### config.mk
export PLATFORM = sky130hd
export DESIGN_NAME = osf_top
export DESIGN_NICKNAME = d
export VERILOG_FILES = /design/src/verilog/osf_sync.v /design/src/verilog/osf_top.v
export VERILOG_INCLUDE_DIRS = /design/src /design/src/verilog
export SDC_FILE = /design/constraint.sdc
export NUM_CORES = 1
export LEC_CHECK = 0
export BUFFER_PORTS_ARGS = -buffer_cell sky130_fd_sc_hd__buf_2
export CAP_MARGIN = 5
export CORE_MARGIN = 2
export CORE_UTILIZATION = 44
export CTS_CLUSTER_DIAMETER = 200
export DETAILED_ROUTE_END_ITERATION = 10
export PLACE_DENSITY = 0.84
export SLEW_MARGIN = 15
export SYNTH_ARGS = -nofsm -noshare
export SYNTH_HDL_FRONTEND = slang
export SYNTH_SLANG_ARGS = --single-unit
### constraint.sdc
create_clock -name clk_sys -period 2 [get_ports clk_sys]
set_clock_uncertainty 0.2 [all_clocks]
set_input_delay 0.1 -clock clk_sys [delete_from_list [all_inputs] [get_ports clk_sys]]
set_output_delay 0.1 -clock clk_sys [all_outputs]
set_load 0.02 [all_outputs]
### src/verilog/osf_map.vh
// osf_map.vh: register offsets, field positions, reset values and counts
// for the oscillator status flags block.
// assumes: included by bare name from design files under verilog/.
`ifndef OSF_MAP_VH
`define OSF_MAP_VH

// byte addresses on the AXI4-Lite register port
`define OSF_OFS_STATUS 8'h00
`define OSF_OFS_CONTROL 8'h04
`define OSF_OFS_SOURCE 8'h08

// oscillator_status field positions
`define OSF_STS_HF_STABLE 0
`define OSF_STS_LF_READY 1
`define OSF_STS_HF_READY 4
`define OSF_STS_SEC_READY 7

// control field positions and reset values
`define OSF_CTL_SEC_ENABLE 0
`define OSF_RST_SEC_ENABLE 1'h0

// source status field positions
`define OSF_SRC_HF_DRIVES 0
`define OSF_SRC_CNT_LSB 16

// cycles the high-frequency oscillator must stay ready before takeover
`define OSF_HF_SETTLE_CYC 16'h0010

// AXI response codes
`define OSF_RESP_OKAY 2'h0
`define OSF_RESP_SLVERR 2'h2

`endif

### src/verilog/osf_sync.v
// osf_sync.v: two flip-flop synchroniser, one per bit.
// assumes: inputs are asynchronous levels; nrst is synchronous, active low.
`timescale 1ns/100ps

module osf_sync #(
  parameter WIDTH = 3
) (
  // clock and reset
  input wire clk_sys,
  input wire nrst,
  // levels
  input wire [WIDTH-1:0] asyncIn,
  output wire [WIDTH-1:0] syncOut
);

  genvar i;
  generate
    for (i = 0; i < WIDTH; i = i + 1) begin : g_bit
      reg stage1_ff;
      reg stage2_ff;
      // stage1 feeds stage2 only, to keep metastability out of logic
      always @(posedge clk_sys) begin
        if (!nrst) begin
          stage1_ff <= 1'b0;
          stage2_ff <= 1'b0;
        end else begin
          stage1_ff <= asyncIn[i];
          stage2_ff <= stage1_ff;
        end
      end
      assign syncOut[i] = stage2_ff;
    end
  endgenerate

endmodule // osf_sync

### src/verilog/osf_top.v
// osf_top.v: oscillator status flags with an AXI4-Lite register port.
// assumes: oscillator ready levels arrive from other clock domains and
// are synchronised here; the clock mux outside follows hfDrivesIntOsc.
//
// Behaviour
// - low-frequency oscillator ready flag at bit 1 reads its readiness.
// - high-frequency oscillator ready flag at bit 4 reads its readiness.
// - stable flag at bit 0 is 1 once 16 MHz oscillator drives clock.
// - until stable, start-up oscillator drives the clock; stable reads 0.
// - bits 6, 3 and 2 read 0; writes to the status register do nothing.
`timescale 1ns/100ps
`include "osf_map.vh"

module osf_top #(
  parameter ADDR_W = 8,
  parameter [15:0] SETTLE_CYC = `OSF_HF_SETTLE_CYC
) (
  // clock and reset
  input wire clk_sys,
  input wire nrst,
  // AXI4-Lite write address
  input wire s_axi_awvalid,
  output wire s_axi_awready,
  input wire [ADDR_W-1:0] s_axi_awaddr,
  input wire [2:0] s_axi_awprot,
  // AXI4-Lite write data
  input wire s_axi_wvalid,
  output wire s_axi_wready,
  input wire [31:0] s_axi_wdata,
  input wire [3:0] s_axi_wstrb,
  // AXI4-Lite write response
  output wire s_axi_bvalid,
  input wire s_axi_bready,
  output wire [1:0] s_axi_bresp,
  // AXI4-Lite read address
  input wire s_axi_arvalid,
  output wire s_axi_arready,
  input wire [ADDR_W-1:0] s_axi_araddr,
  input wire [2:0] s_axi_arprot,
  // AXI4-Lite read data
  output wire s_axi_rvalid,
  input wire s_axi_rready,
  output wire [31:0] s_axi_rdata,
  output wire [1:0] s_axi_rresp,
  // oscillator ready levels, asynchronous
  input wire secOscReadyIn,
  input wire hfOscReadyIn,
  input wire lfOscReadyIn,
  // internal oscillator clock source select
  output wire hfDrivesIntOsc,
  output wire startupDrivesIntOsc,
  // secondary oscillator enable towards the oscillator driver
  output wire secondaryOscEnable
);

  ////////////////////////////////////////////////////////////////////////
  // synchronise the oscillator ready levels

  wire [2:0] readySync;
  wire secReady;
  wire hfReady;
  wire lfReady;

  osf_sync #(
    .WIDTH(3)
  ) u_sync (
    .clk_sys(clk_sys),
    .nrst(nrst),
    .asyncIn({secOscReadyIn, hfOscReadyIn, lfOscReadyIn}),
    .syncOut(readySync)
  );

  assign secReady = readySync[2];
  assign hfReady = readySync[1];
  assign lfReady = readySync[0];

  ////////////////////////////////////////////////////////////////////////
  // high-frequency oscillator stability and clock takeover

  reg [15:0] settleCnt_ff;
  reg [15:0] nxt_settleCnt;
  reg hfStable_ff;
  reg nxt_hfStable;

  // ready must hold for SETTLE_CYC cycles; a drop of ready at any time
  // hands the clock straight back to the start-up oscillator
  always @* begin
    nxt_settleCnt = settleCnt_ff;
    nxt_hfStable = hfStable_ff;
    if (!hfReady) begin
      nxt_settleCnt = 16'h0000;
      nxt_hfStable = 1'b0;
    end else if (!hfStable_ff) begin
      if (settleCnt_ff >= SETTLE_CYC - 16'h0001) begin
        nxt_hfStable = 1'b1;
      end else begin
        nxt_settleCnt = settleCnt_ff + 16'h0001;
      end
    end
  end

  always @(posedge clk_sys) begin
    if (!nrst) begin
      settleCnt_ff <= 16'h0000;
      hfStable_ff <= 1'b0;
    end else begin
      settleCnt_ff <= nxt_settleCnt;
      hfStable_ff <= nxt_hfStable;
    end
  end

  assign hfDrivesIntOsc = hfStable_ff;
  assign startupDrivesIntOsc = ~hfStable_ff;

  ////////////////////////////////////////////////////////////////////////
  // control register and status composition

  reg secEnable_ff;
  wire secReadyFlag;
  wire [7:0] statusByte;
  wire [31:0] sourceWord;

  assign secondaryOscEnable = secEnable_ff;
  // a disabled secondary oscillator never holds anyone up
  assign secReadyFlag = secEnable_ff ? secReady : 1'b1;

  // unimplemented positions stay 0; start-up time-out status is not kept
  assign statusByte = {secReadyFlag,
                       1'b0,
                       1'b0,
                       hfReady,
                       2'b00,
                       lfReady,
                       hfStable_ff};

  assign sourceWord = {settleCnt_ff, 15'h0000, hfStable_ff};

  ////////////////////////////////////////////////////////////////////////
  // AXI4-Lite write path

  reg awHeld_ff;
  reg [ADDR_W-1:0] awAddr_ff;
  reg wHeld_ff;
  reg [31:0] wData_ff;
  reg [3:0] wStrb_ff;
  reg bValid_ff;
  reg [1:0] bResp_ff;
  wire awTake;
  wire wTake;
  wire doWrite;
  wire [7:0] wrOfs;

  // address and data are taken in either order and held until both exist
  assign s_axi_awready = ~awHeld_ff;
  assign s_axi_wready = ~wHeld_ff;
  assign awTake = s_axi_awvalid & ~awHeld_ff;
  assign wTake = s_axi_wvalid & ~wHeld_ff;
  assign doWrite = awHeld_ff & wHeld_ff & ~bValid_ff;
  assign wrOfs = {awAddr_ff[7:2], 2'b00};

  always @(posedge clk_sys) begin
    if (!nrst) begin
      awHeld_ff <= 1'b0;
      awAddr_ff <= {ADDR_W{1'b0}};
      wHeld_ff <= 1'b0;
      wData_ff <= 32'h00000000;
      wStrb_ff <= 4'h0;
      bValid_ff <= 1'b0;
      bResp_ff <= `OSF_RESP_OKAY;
      secEnable_ff <= `OSF_RST_SEC_ENABLE;
    end else begin
      if (awTake) begin
        awHeld_ff <= 1'b1;
        awAddr_ff <= s_axi_awaddr;
      end
      if (wTake) begin
        wHeld_ff <= 1'b1;
        wData_ff <= s_axi_wdata;
        wStrb_ff <= s_axi_wstrb;
      end
      if (doWrite) begin
        awHeld_ff <= 1'b0;
        wHeld_ff <= 1'b0;
        bValid_ff <= 1'b1;
        case (wrOfs)
          `OSF_OFS_STATUS: begin
            // read-only: the write is accepted and dropped
            bResp_ff <= `OSF_RESP_OKAY;
          end
          `OSF_OFS_CONTROL: begin
            bResp_ff <= `OSF_RESP_OKAY;
            if (wStrb_ff[0]) begin
              secEnable_ff <= wData_ff[`OSF_CTL_SEC_ENABLE];
            end
          end
          `OSF_OFS_SOURCE: begin
            bResp_ff <= `OSF_RESP_OKAY;
          end
          default: begin
            bResp_ff <= `OSF_RESP_SLVERR;
          end
        endcase
      end else if (bValid_ff && s_axi_bready) begin
        bValid_ff <= 1'b0;
      end
    end
  end

  assign s_axi_bvalid = bValid_ff;
  assign s_axi_bresp = bResp_ff;

  ////////////////////////////////////////////////////////////////////////
  // AXI4-Lite read path

  reg rValid_ff;
  reg [31:0] rData_ff;
  reg [1:0] rResp_ff;
  reg [31:0] nxt_rData;
  reg [1:0] nxt_rResp;
  wire arTake;
  wire [7:0] rdOfs;

  assign s_axi_arready = ~rValid_ff;
  assign arTake = s_axi_arvalid & ~rValid_ff;
  assign rdOfs = {s_axi_araddr[7:2], 2'b00};

  always @* begin
    nxt_rData = 32'h00000000;
    nxt_rResp = `OSF_RESP_OKAY;
    case (rdOfs)
      `OSF_OFS_STATUS: begin
        nxt_rData = {24'h000000, statusByte};
      end
      `OSF_OFS_CONTROL: begin
        nxt_rData = {31'h00000000, secEnable_ff};
      end
      `OSF_OFS_SOURCE: begin
        nxt_rData = sourceWord;
      end
      default: begin
        nxt_rResp = `OSF_RESP_SLVERR;
      end
    endcase
  end

  always @(posedge clk_sys) begin
    if (!nrst) begin
      rValid_ff <= 1'b0;
      rData_ff <= 32'h00000000;
      rResp_ff <= `OSF_RESP_OKAY;
    end else if (arTake) begin
      rValid_ff <= 1'b1;
      rData_ff <= nxt_rData;
      rResp_ff <= nxt_rResp;
    end else if (rValid_ff && s_axi_rready) begin
      rValid_ff <= 1'b0;
    end
  end

  assign s_axi_rvalid = rValid_ff;
  assign s_axi_rdata = rData_ff;
  assign s_axi_rresp = rResp_ff;

endmodule // osf_top

* Word level (Yosys, flattened, before mapping)
Cells that the tools add are included.
W data, S select, Z words.
** Operators by class
- Add/sub/neg operators :: 1
- $lt $le $gt $ge :: 1
- Equality and inequality tests :: 4
- Multiplexer cells :: 10
- Bitwise gates (word level) :: 12
- Reduce and logical (&&, ||, !) cells :: 12
** Operators by type and width (number)
- $pmux W32 S3 :: 1
- $add A16 B1 Y16 const B :: 1
- $ge A16 B4 Y1 const B :: 1
- $logic_not A8 Y1 :: 2
- $eq A6 B1 Y1 const B :: 2
- $eq A6 B2 Y1 const B :: 2
- $mux W1 :: 7
- $not A1 Y1 :: 7
- $reduce_or A3 Y1 :: 2
- $and A1 B1 Y1 :: 5
- $mux W2 :: 2
- $reduce_and A2 Y1 :: 2
- $reduce_bool A2 Y1 :: 2
- $reduce_and A3 Y1 :: 1
- $logic_and A1 B1 Y1 :: 2
- $reduce_or A2 Y1 :: 1
** Word-level totals
- Flip-flop bits (word level) :: 74
- Output and inout port bits :: 44
- Logic and storage cells :: 59

* Longest topological paths before layout
Gate-level depths: netlist of run 1.
- Depth in word-level cells :: 3
- Mapped depth :: 5
- Gate-level depth less buffers :: 5

* Cells and area by module
From an unflattened synthesis of run 1, not the netlist that was laid out.
** Second synthesis, totals
- Cells, all modules :: 205
- Area total of the unflattened synthesis :: 2154.6 um^2
** By module, submodules not included
- osf_top :: times used 1, cells each 190, area each 1974.4 um^2, seq. area each 1041.0 um^2
- osf_sync :: times used 1, cells each 15, area each 180.2 um^2, seq. area each 120.1 um^2

* Worst setup path after synthesis of run 1
Ideal clock, no wire load.
- Kind :: flip-flop to flip-flop
- Start point :: register rValid_ff, in the netlist s_axi_rvalid
- End point :: register rData_ff[24], in the netlist s_axi_rdata[24]
- Arrival time :: 1.513 ns
- Data required time :: 1.742 ns
- Slack :: 0.229 ns
- Stages on the path, launching flop included :: 6
- Path buffers :: 2
- Clock period less this slack :: 1.771 ns
- Cell sequence :: dfxtp_1 > nand2b_1 > and2_1 > buf_2 > buf_1 > a22o_2
** Between the ends
- Word-level cells in the longest chain between the ends :: 2
** Ends and longest elaborated chain
- start, declared :: line osf_top.v:215 : reg rValid_ff;
- start signal, assigned :: line osf_top.v:248 : rValid_ff <= 1'b0;
- start signal, assigned :: line osf_top.v:252 : rValid_ff <= 1'b1;
- start signal, assigned :: line osf_top.v:256 : rValid_ff <= 1'b0;
- $not A1 Y1 :: line osf_top.v:224 : assign arTake = s_axi_arvalid & ~rValid_ff;
- $and A1 B1 Y1 :: line osf_top.v:224
- end signal, assigned :: line osf_top.v:253 : rData_ff <= nxt_rData;
- end, declared :: line osf_top.v:216 : reg [31:0] rData_ff;
Every way passes these cells.
A chain may end at the register's enable or synchronous reset.

* Final worst setup path of run 1
- Start point :: register rValid_ff, in the netlist s_axi_rvalid
- End point :: register rResp_ff[1], in the netlist s_axi_rresp[1]
** Between the ends
- Word-level cells in the longest chain between the ends :: 2
** Ends and longest elaborated chain
- $not A1 Y1 :: line osf_top.v:224
- $and A1 B1 Y1 :: line osf_top.v:224
- end signal, assigned :: line osf_top.v:250 : rResp_ff <= `OSF_RESP_OKAY;
- end signal, assigned :: line osf_top.v:254 : rResp_ff <= nxt_rResp;
- end, declared :: line osf_top.v:217 : reg [1:0] rResp_ff;
Every way passes these cells.

==> results.md, run 1 <==
* Total Wirelength at 4.26 mm
* Detailed placement HPWL at 2.80 mm
* DRC Markers at 0
* Power density cells at 835 nW/um^2
* Rel. slew slack at 0.530
* Hold crit path type: input port to flip-flop
* M2 GR Usage at 0.294
* CTS tree: yes
* Clock slew at reported path FFs at 0.07 ns
* Die height at 73.7 um
* DR pass1 iterations at 4
* Num Clock Sinks at 58
* Port Buf Inserts at 53
* #FFs+latches synth at 58
* CP Capture Type: flip-flop
* Drt initial violations at 107
* Core Util, Final at 0.596
* ANT cells at 0
* Fin crit share at 0.925
* Final WS setup at 0.150 ns
* Worst-path fanout max at 6
* Yosys top cell by area: dfxtp_1
* Clk buf depth at 2
* WL/cell at 12.5 um
* CTS H-tree lvls at 3
* Initial antenna violation count at 0
* Slew Viols, Final at 0
* Gr busiest metal: met2
* Avg Cell Area, Syn at 10.5 um^2
* Mapped Area at 2140 um^2
* Max cap viols at 0
* Worst R2R Setup Slack at 0.15 ns
* Global Route Usage Sum at 0.172
* Number of fill cells at 423
* Post-synthesis sequential area ratio at 0.544
* Vias/cell at 4.96
* Netlist cell types at 36
* FP Rows at 25
* Final Wtd Congestion at 0.812
* CP Launch Type: flip-flop
* Min Tclk post-route at 1.85 ns
* Status: finished, final reports clean
* M3 GR Usage at 0.0796
* Global-route wire length before repair at 6.95 mm
* IO Count at 112
* Hold Fails Final Rpt at 0
* Vias in the first global route at 1554
* Layout cells sized above 1 at 0.293
* Yosys warns at 0
* Layout Nets at 351
* Full die area at 5430 um^2
* Core Box Area at 4690 um^2
* DR vias at 1691
* Die X at 73.7 um
* RSZ-0062 raised after global routing: no
* Async set or reset register ratio after synthesis at 0
* Grt ovf at 0
* Synth Instances at 203
* Met1 usage at 0.183
* EDFF count, synth at 0
* Ranking of synthesized cells by area: dfxtp_1 (54%), buf_4 (4.9%), a22o_2 (4.7%)
* Leak at 1.33 nW
* Top FF cell, synth: dfxtp_1
* CTS root buf: clkbuf_8
* Antenna-violating nets left at 0
* Cts bufs inserted at 9
* Layout area overhead at 31.0%
* VDD IR max at 0.485 mV
* Pin count of the biggest net entering global routing at 31
* Fmax achieved at 540 MHz
* Clock Latency Late Sink at 0.34 ns
* Worst Setup Path Type: flip-flop to flip-flop
* TNS Setup at 0 ns
* Final setup fails at 0
* Pre-CTS setup slack at 0.183 ns
* Worst EP arrival at 1.87 ns
* Area share of the largest cell type after synthesis at 0.544
* Critical Path RT at 2.02 ns
* Least-Margin Pin Slew at 0.705 ns
* Initial core utilization at 0.455
[registers in the layout (all words and copies together), names as in the netlist]
signal / flops
s_axi_rdata: 20
settleCnt_ff: 16
awAddr_ff: 6
u_sync.g_bit.stage1_ff: 3
u_sync.g_bit.stage2_ff: 3
awHeld_ff: 1
hfDrivesIntOsc: 1
s_axi_bresp: 1
s_axi_bvalid: 1
s_axi_rresp: 1
s_axi_rvalid: 1
secondaryOscEnable: 1
wData_ff: 1
wHeld_ff: 1
wStrb_ff: 1
[report_power, final]
part           switching (mW)  internal, mW  total [mW]
clock                   0.436         0.514       0.950
sequential             0.0161          1.18        1.20
combinational           0.102        0.0875       0.190
total                   0.555          1.78        2.34
[synthesized netlist by cell type, drive strengths merged (2+ instances only)]
master,count
nor2b,12
nand3b,2
inv,6
and2,9
a32o,2
clkbuf,6
nand2,8
nand3,4
o21ai,5
and3,13
nor4,5
dfxtp,58
a21oi,5
or4,3
nor2,8
mux2i,9
buf,17
a22o,17
nand2b,3
[path summary, 6_finish.rpt]
| path | start | to | depth (start not counted) |
|---|---|---|---|
| max reg2reg | s_axi_rvalid | s_axi_rresp[1] | 5 |
| min | s_axi_araddr[2] | s_axi_rdata[4] | 3 |
| min reg2reg | u_sync.g_bit[2].stage1_ff | u_sync.g_bit[2].stage2_ff | 1 |
| max | s_axi_rvalid | s_axi_rresp[1] | 5 |
[cell usage in the layout (no fill, tap or decap), types with 9 or more instances in the layout]
cell           instances
dfxtp_1               58
and2_1                 9
clkbuf_8              11
and3_1                13
mux2i_1                9
nor2b_1               12
a22o_2                10
buf_2                 53
dlygate4sd3_1         22
conb_1                14
[critical path, cell delays in order (launching register included)]
cell and delay [ns]:
dfxtp_1 0.38, nand2b_1 0.30, inv_1 0.06, o21ai_0 0.20, a21oi_2 0.04, dlygate4sd3_1 0.55
[routing by layer]
layer | up-vias | share of wire
met1 | 794 | 0.44
met2 | 48 | 0.50
met5 | - | 0
met3 | 7 | 0.050
li1 | 842 | -
met4 | 0 | 0.015
[through the flow]
stage	total power [mW]	instance area, um^2	std cells	hold slack, ns
3_3_place_gp	1.37	2390	303	0.113
3_5_place_dp	1.38	2390	303	0.111
5_1_grt	2.44	2800	341	0.0479
6_report	2.34	2800	341	0.0375
2_1_floorplan	1.35	2180	216	0.0158
4_1_cts	2.37	2800	342	0.0115
[logic make-up after synthesis]
| family | count (synthesis) | share of synthesized area |
|---|---|---|
| buffers and inverters | 29 | 0.0797 |
| other | 1 | 0.00176 |
| muxes | 9 | 0.0422 |
| AOI/OAI and AO/OA | 36 | 0.135 |
| adders and majority gates | 1 | 0.00586 |
| DFF | 58 | 0.544 |
| and+or+nand+nor | 69 | 0.192 |
[area by class of cell]
| type | count | area (um^2) | area share |
|---|---|---|---|
| clock inverter | 4 | 26.3 | 0.00939 |
| sequential | 58 | 1160 | 0.415 |
| timing repair buffer | 78 | 508 | 0.182 |
| inverter | 6 | 22.5 | 0.00805 |
| tap | 54 | 67.6 | 0.0242 |
| multi-input combinational | 129 | 857 | 0.306 |
| clock buffer | 12 | 155 | 0.0555 |
[repair_timing]
| item | in CTS | in global routing |
|---|---|---|
| hold buffers | 23 | 0 |
| setup buffers | 0 | 0 |
| hold endpoints to repair | 19 | 0 |
| setup endpoints to repair | 0 | 1 |
| resized for setup | 0 | 1 |
No activity file was read; power rests on OpenSTA's default activity.
==> inputs of run 2 (changes only) <==
- RECOVER_POWER: not set -> 50
- REMOVE_ABC_BUFFERS: not set -> 1
==> run 2 against run 1 <==
Net effect: utilization up 0.37 points; wire length up 7.0%; via count down 0.59%; die area unchanged; power up 15%; non-clock buffer count down 1; sequential power about the same; hold slack better by 0.061 ns; combinational power about the same; final cell count down 0.29%; largest power group is now clock.
==> results.md, run 2 (synthesis results as in run 1) <==
* FF/Latch Area at 1160 um^2
* Die X at 73.7 um
* Clk network pwr share at 0.483
* Global Route Usage Sum at 0.184
* CTS tree: yes
* Drt initial violations at 105
* Layout area overhead at 31.8%
* Clock slew at reported path FFs at 0.07 ns
* ANT cells at 0
* Rel. slew slack at 0.553
* Max Used Layer: met4
* DR pass1 iterations at 4
* Critical Path RT at 2.01 ns
* Full die area at 5430 um^2
* FP Rows at 25
* Comb pwr share at 0.070
* Layout cells sized above 1 at 0.206
* TNS Setup at 0 ns
* WL/cell at 13.4 um
* Port Buf Inserts at 53
* Worst-path fanout max at 4
* Fmax achieved at 510 MHz
* Sw Pwr at 0.596 mW
* DRT met1 WL at 1.93 mm
* Met2 WL at 2.22 mm
* DR vias at 1681
* Core Util, Final at 0.600
* Cts bufs inserted at 9
* CTS root buf: clkbuf_8
* Hold crit path type: input port to flip-flop
* Fin crit share at 0.979
* Worst EP arrival at 1.97 ns
* Slew Viols, Final at 0
* Most common cell after layout, fill and taps aside: dfxtp_1
* Number of fill cells at 413
* Total Wirelength at 4.56 mm
* Worst Setup Path Type: input port to flip-flop
* Status: finished, final reports clean
* Commonest cells after routing, fill and taps aside: dfxtp_1 (58), buf_2 (26), clkbuf_1 (26), dlygate4sd3_1 (20), conb_1 (14)
* Post-CTS Setup Bufs at 0
* Final WS setup at 0.0410 ns
* Clk buf depth at 2
* Vias/cell at 4.94
* Hold Fails Final Rpt at 0
* Max FFs per register at 20
* Leak at 1.23 nW
* Pin count of the biggest net entering global routing at 35
* Global-route wire length before repair at 7.40 mm
* Min Tclk post-route at 1.96 ns
* Multi-input gate area at 853 um^2
* Num Clock Sinks at 58
* VDD IR max at 0.432 mV
* DRC Markers at 0
* Final setup fails at 0
* Die height at 73.7 um
* Worst R2R Setup Slack at 0.19 ns
* Share of power burned in registers at 0.446
* Grt ovf at 0
* CTS H-tree lvls at 3
* Least-Margin Pin Slew at 0.671 ns
* Pint at 2.09 mW
* Sw frac at 0.222
* Detailed placement HPWL at 2.75 mm
* Initial core utilization at 0.455
* Core Box Area at 4690 um^2
* Antenna-violating nets left at 0
* Vias in the first global route at 1650
* Pre-CTS setup slack at 0.205 ns
* RSZ-0062 raised after global routing: no
* Final Wtd Congestion at 0.754
* Clock Latency Late Sink at 0.33 ns
* Max cap viols at 0
* CP Capture Type: flip-flop
* IO Count at 112
* Met3 WL post-DR at 250 um
* Initial antenna violation count at 0
* CP Launch Type: input port
* Hold slack final at 0.0987 ns
* Layout Nets at 350
* Power density cells at 954 nW/um^2
run 2: worst max-delay path, cell delays in order:
cell and delay (ns):
dlygate4sd3_1 0.55, buf_6 0.13, nand2_1 0.04, dlygate4sd3_1 0.54
a21oi_1 0.06, dlygate4sd3_1 0.55
run 2: power groups by stage:
stage	sequential, mW	combinational (mW)	clock, mW
after detailed placement	1.22	0.153	0
after CTS	1.20	0.185	1.32
after global routing	1.20	0.208	1.37
after floorplan	1.23	0.0893	0
final	1.20	0.189	1.30
after global placement	1.22	0.150	0
run 2: worst paths after layout:
path	start	to	depth (start not counted)
worst max register to register	s_axi_rvalid	s_axi_rdata[23]	3
worst min register to register	u_sync.g_bit[1].stage1_ff	u_sync.g_bit[1].stage2_ff	1
worst max-delay path	s_axi_araddr[3]	s_axi_rresp[1]	6
worst min-delay path	s_axi_araddr[6]	s_axi_rdata[0]	5
run 2: what timing repair did:
action / CTS / global route
setup endpoints to repair: 0 / 1
resized for setup: 0 / 1
hold endpoints to repair: 21 / 0
hold buffers: 20 / 0
run 2: through the flow:
stage	power, mW	instances	cell area [um^2]
floorplan	1.31	193	2040
global placement	1.37	304	2400
detailed placement	1.38	304	2400
CTS	2.70	340	2840
global route	2.78	340	2820
finish	2.69	340	2820
run 2: metal layers:
| layer | vias to the layer above | global-route usage |
|---|---|---|
| li1 | 844 | - |
| met1 | 762 | 0.208 |
| met2 | 59 | 0.291 |
| met3 | 16 | 0.0604 |
| met4 | 0 | 0.127 |
| met5 | - | 0 |
run 2: final cells by class:
class	count	share of cell area
Sequential cell	58	0.412
Clock inverter	7	0.0418
Inverter	6	0.00800
Multi-Input combinational cell	129	0.303
Tap cell	54	0.0240
Clock buffer	9	0.0440
Timing Repair Buffer	77	0.167
==> inputs of run 3 (changes only) <==
- CORE_ASPECT_RATIO: not set -> 0.9
==> run 3 against run 2 <==
Net effect: sequential cell count unchanged; maximum frequency up 7.5%; wire length down 3.9%; cell area about the same; count of clock-buffer cells in the layout up 3; sequential power about the same; critical endpoint is now s_axi_rvalid; highest routed layer unchanged.
==> results.md, run 3 (synthesis results as in run 1) <==
* Post-CTS Setup Bufs at 0
* Sw Pwr at 0.567 mW
* Rel. slew slack at 0.534
* Grt ovf at 0
* Initial antenna violation count at 0
* Critical Path RT at 2.08 ns
* Global Route Usage Sum at 0.179
* Vias/cell at 4.86
* Max FFs per register at 20
* Min Tclk post-route at 1.82 ns
* CTS root buf: clkbuf_8
* Initial core utilization at 0.447
* Total Wirelength at 4.38 mm
* Worst path bufs/invs at 4
* Leak at 1.24 nW
* FP Rows at 24
* CP Capture Type: flip-flop
* Final setup fails at 0
* Cts bufs inserted at 9
* CP Launch Type: input port
* TNS Setup at 0 ns
* Fin crit share at 0.911
* Sw frac at 0.215
* Global-route wire length before repair at 7.44 mm
* RSZ-0062 raised after global routing: no
* Clk buf depth at 2
* Dpl cells at 314
* Hold slack final at 0.0355 ns
* Clock slew at reported path FFs at 0.07 ns
* Slew Viols, Final at 0
* Status: finished, final reports clean
* Share of power burned in registers at 0.455
* Pint at 2.06 mW
* Most common cell after layout, fill and taps aside: dfxtp_1
* Num Clock Sinks at 58
* Fmax achieved at 549 MHz
* Delay-heaviest family, CP: buffers and inverters
* IO Count at 112
* Core Box Area at 4770 um^2
* CTS H-tree lvls at 3
* Crit path max-delay cell type: dlygate4sd3_1
* Commonest cells after routing, fill and taps aside: dfxtp_1 (58), clkbuf_1 (28), buf_2 (24), dlygate4sd3_1 (20), conb_1 (14)
* Die height at 70.1 um
* VDD IR max at 0.512 mV
* DR vias at 1702
* Max incr delay on CP at 0.53 ns
* Die X at 77.4 um
* Worst Setup Path Type: input port to flip-flop
* Pin count of the biggest net entering global routing at 34
* Drt initial violations at 124
* Final Wtd Congestion at 0.791
* Full die area at 5430 um^2
* WL/cell at 12.5 um
* Comb pwr share at 0.071
* Clk network pwr share at 0.474
* Port Buf Inserts at 53
* Layout cells sized above 1 at 0.193
* Max cap viols at 0
* Hold crit path type: input port to flip-flop
* Layout Nets at 349
* DRC Markers at 0
* ANT cells at 0
* CP dominant cell by count: dlygate4sd3_1
* Worst EP arrival at 1.90 ns
* Vias in the first global route at 1583
* CTS tree: yes
* Layout area overhead at 31.9%
* DR pass1 iterations at 4
* Clock Latency Late Sink at 0.33 ns
* Hold Fails Final Rpt at 0
* Worst-path fanout max at 33
* Least-Margin Pin Slew at 0.698 ns
* Power density cells at 934 nW/um^2
* Antenna-violating nets left at 0
* Non-Filler Instances at 350
* Detailed placement HPWL at 2.74 mm
* Worst path cell trace: dlygate4sd3_1 > clkbuf_1 > buf_4 > o211a_1 > dlygate4sd3_1
-- run 3: area by class of cell --
class,count,area [um^2]
Timing Repair Buffer,76,460
Tap cell,65,81.3
Clock inverter,4,72.6
Sequential cell,58,1160
Multi-Input combinational cell,129,853
Clock buffer,12,165
Inverter,6,22.5
Fill cell,424,1960
-- run 3: tightest hold or removal path: stages --
cell	delay, ns
buf_2	0.14
nor4_1	0.10
a22o_1	0.18
-- run 3: final timing paths --
check | from | to | slack (ns) | depth (start not counted)
min | s_axi_araddr[2] | s_axi_rdata[4] | 0.04 | 3
max | nrst | s_axi_rvalid | 0.18 | 5
min reg2reg | u_sync.g_bit[1].stage1_ff | u_sync.g_bit[1].stage2_ff | 0.24 | 1
max reg2reg | s_axi_rvalid | s_axi_rdata[17] | 0.19 | 3
-- run 3: timing repair --
item                                    CTS  global route
hold buffers                             21             0
endpoints found under the setup margin    0             1
endpoints found under the hold margin    19             0
gates resized for setup                   0             1
-- run 3: stage by stage --
step	util	area (um^2)	total power, mW	setup slack, ns
after detailed placement	0.504	2410	1.38	0.219
after global placement	0.504	2410	1.37	0.227
after CTS	0.598	2850	2.66	0.0733
after floorplan	-	2040	1.31	0.288
final	0.590	2820	2.63	0.178
after global routing	0.590	2820	2.75	0.0260
-- run 3: metal layers --
metal  wire, um  vias up  track usage  share of wire
met5          0        -            0              0
met4        153        0        0.119          0.035
met3        263       16       0.0530          0.060
met2       2070       69        0.269           0.47
met1       1890      774        0.224           0.43
li1           -      843            -              -
-- run 3: power groups by stage --
stage,registers [mW],logic [mW],clock network [mW]
finish,1.20,0.186,1.25
global route,1.20,0.204,1.34
CTS,1.20,0.188,1.27
detailed placement,1.22,0.153,0
global placement,1.22,0.150,0
floorplan,1.23,0.0893,0
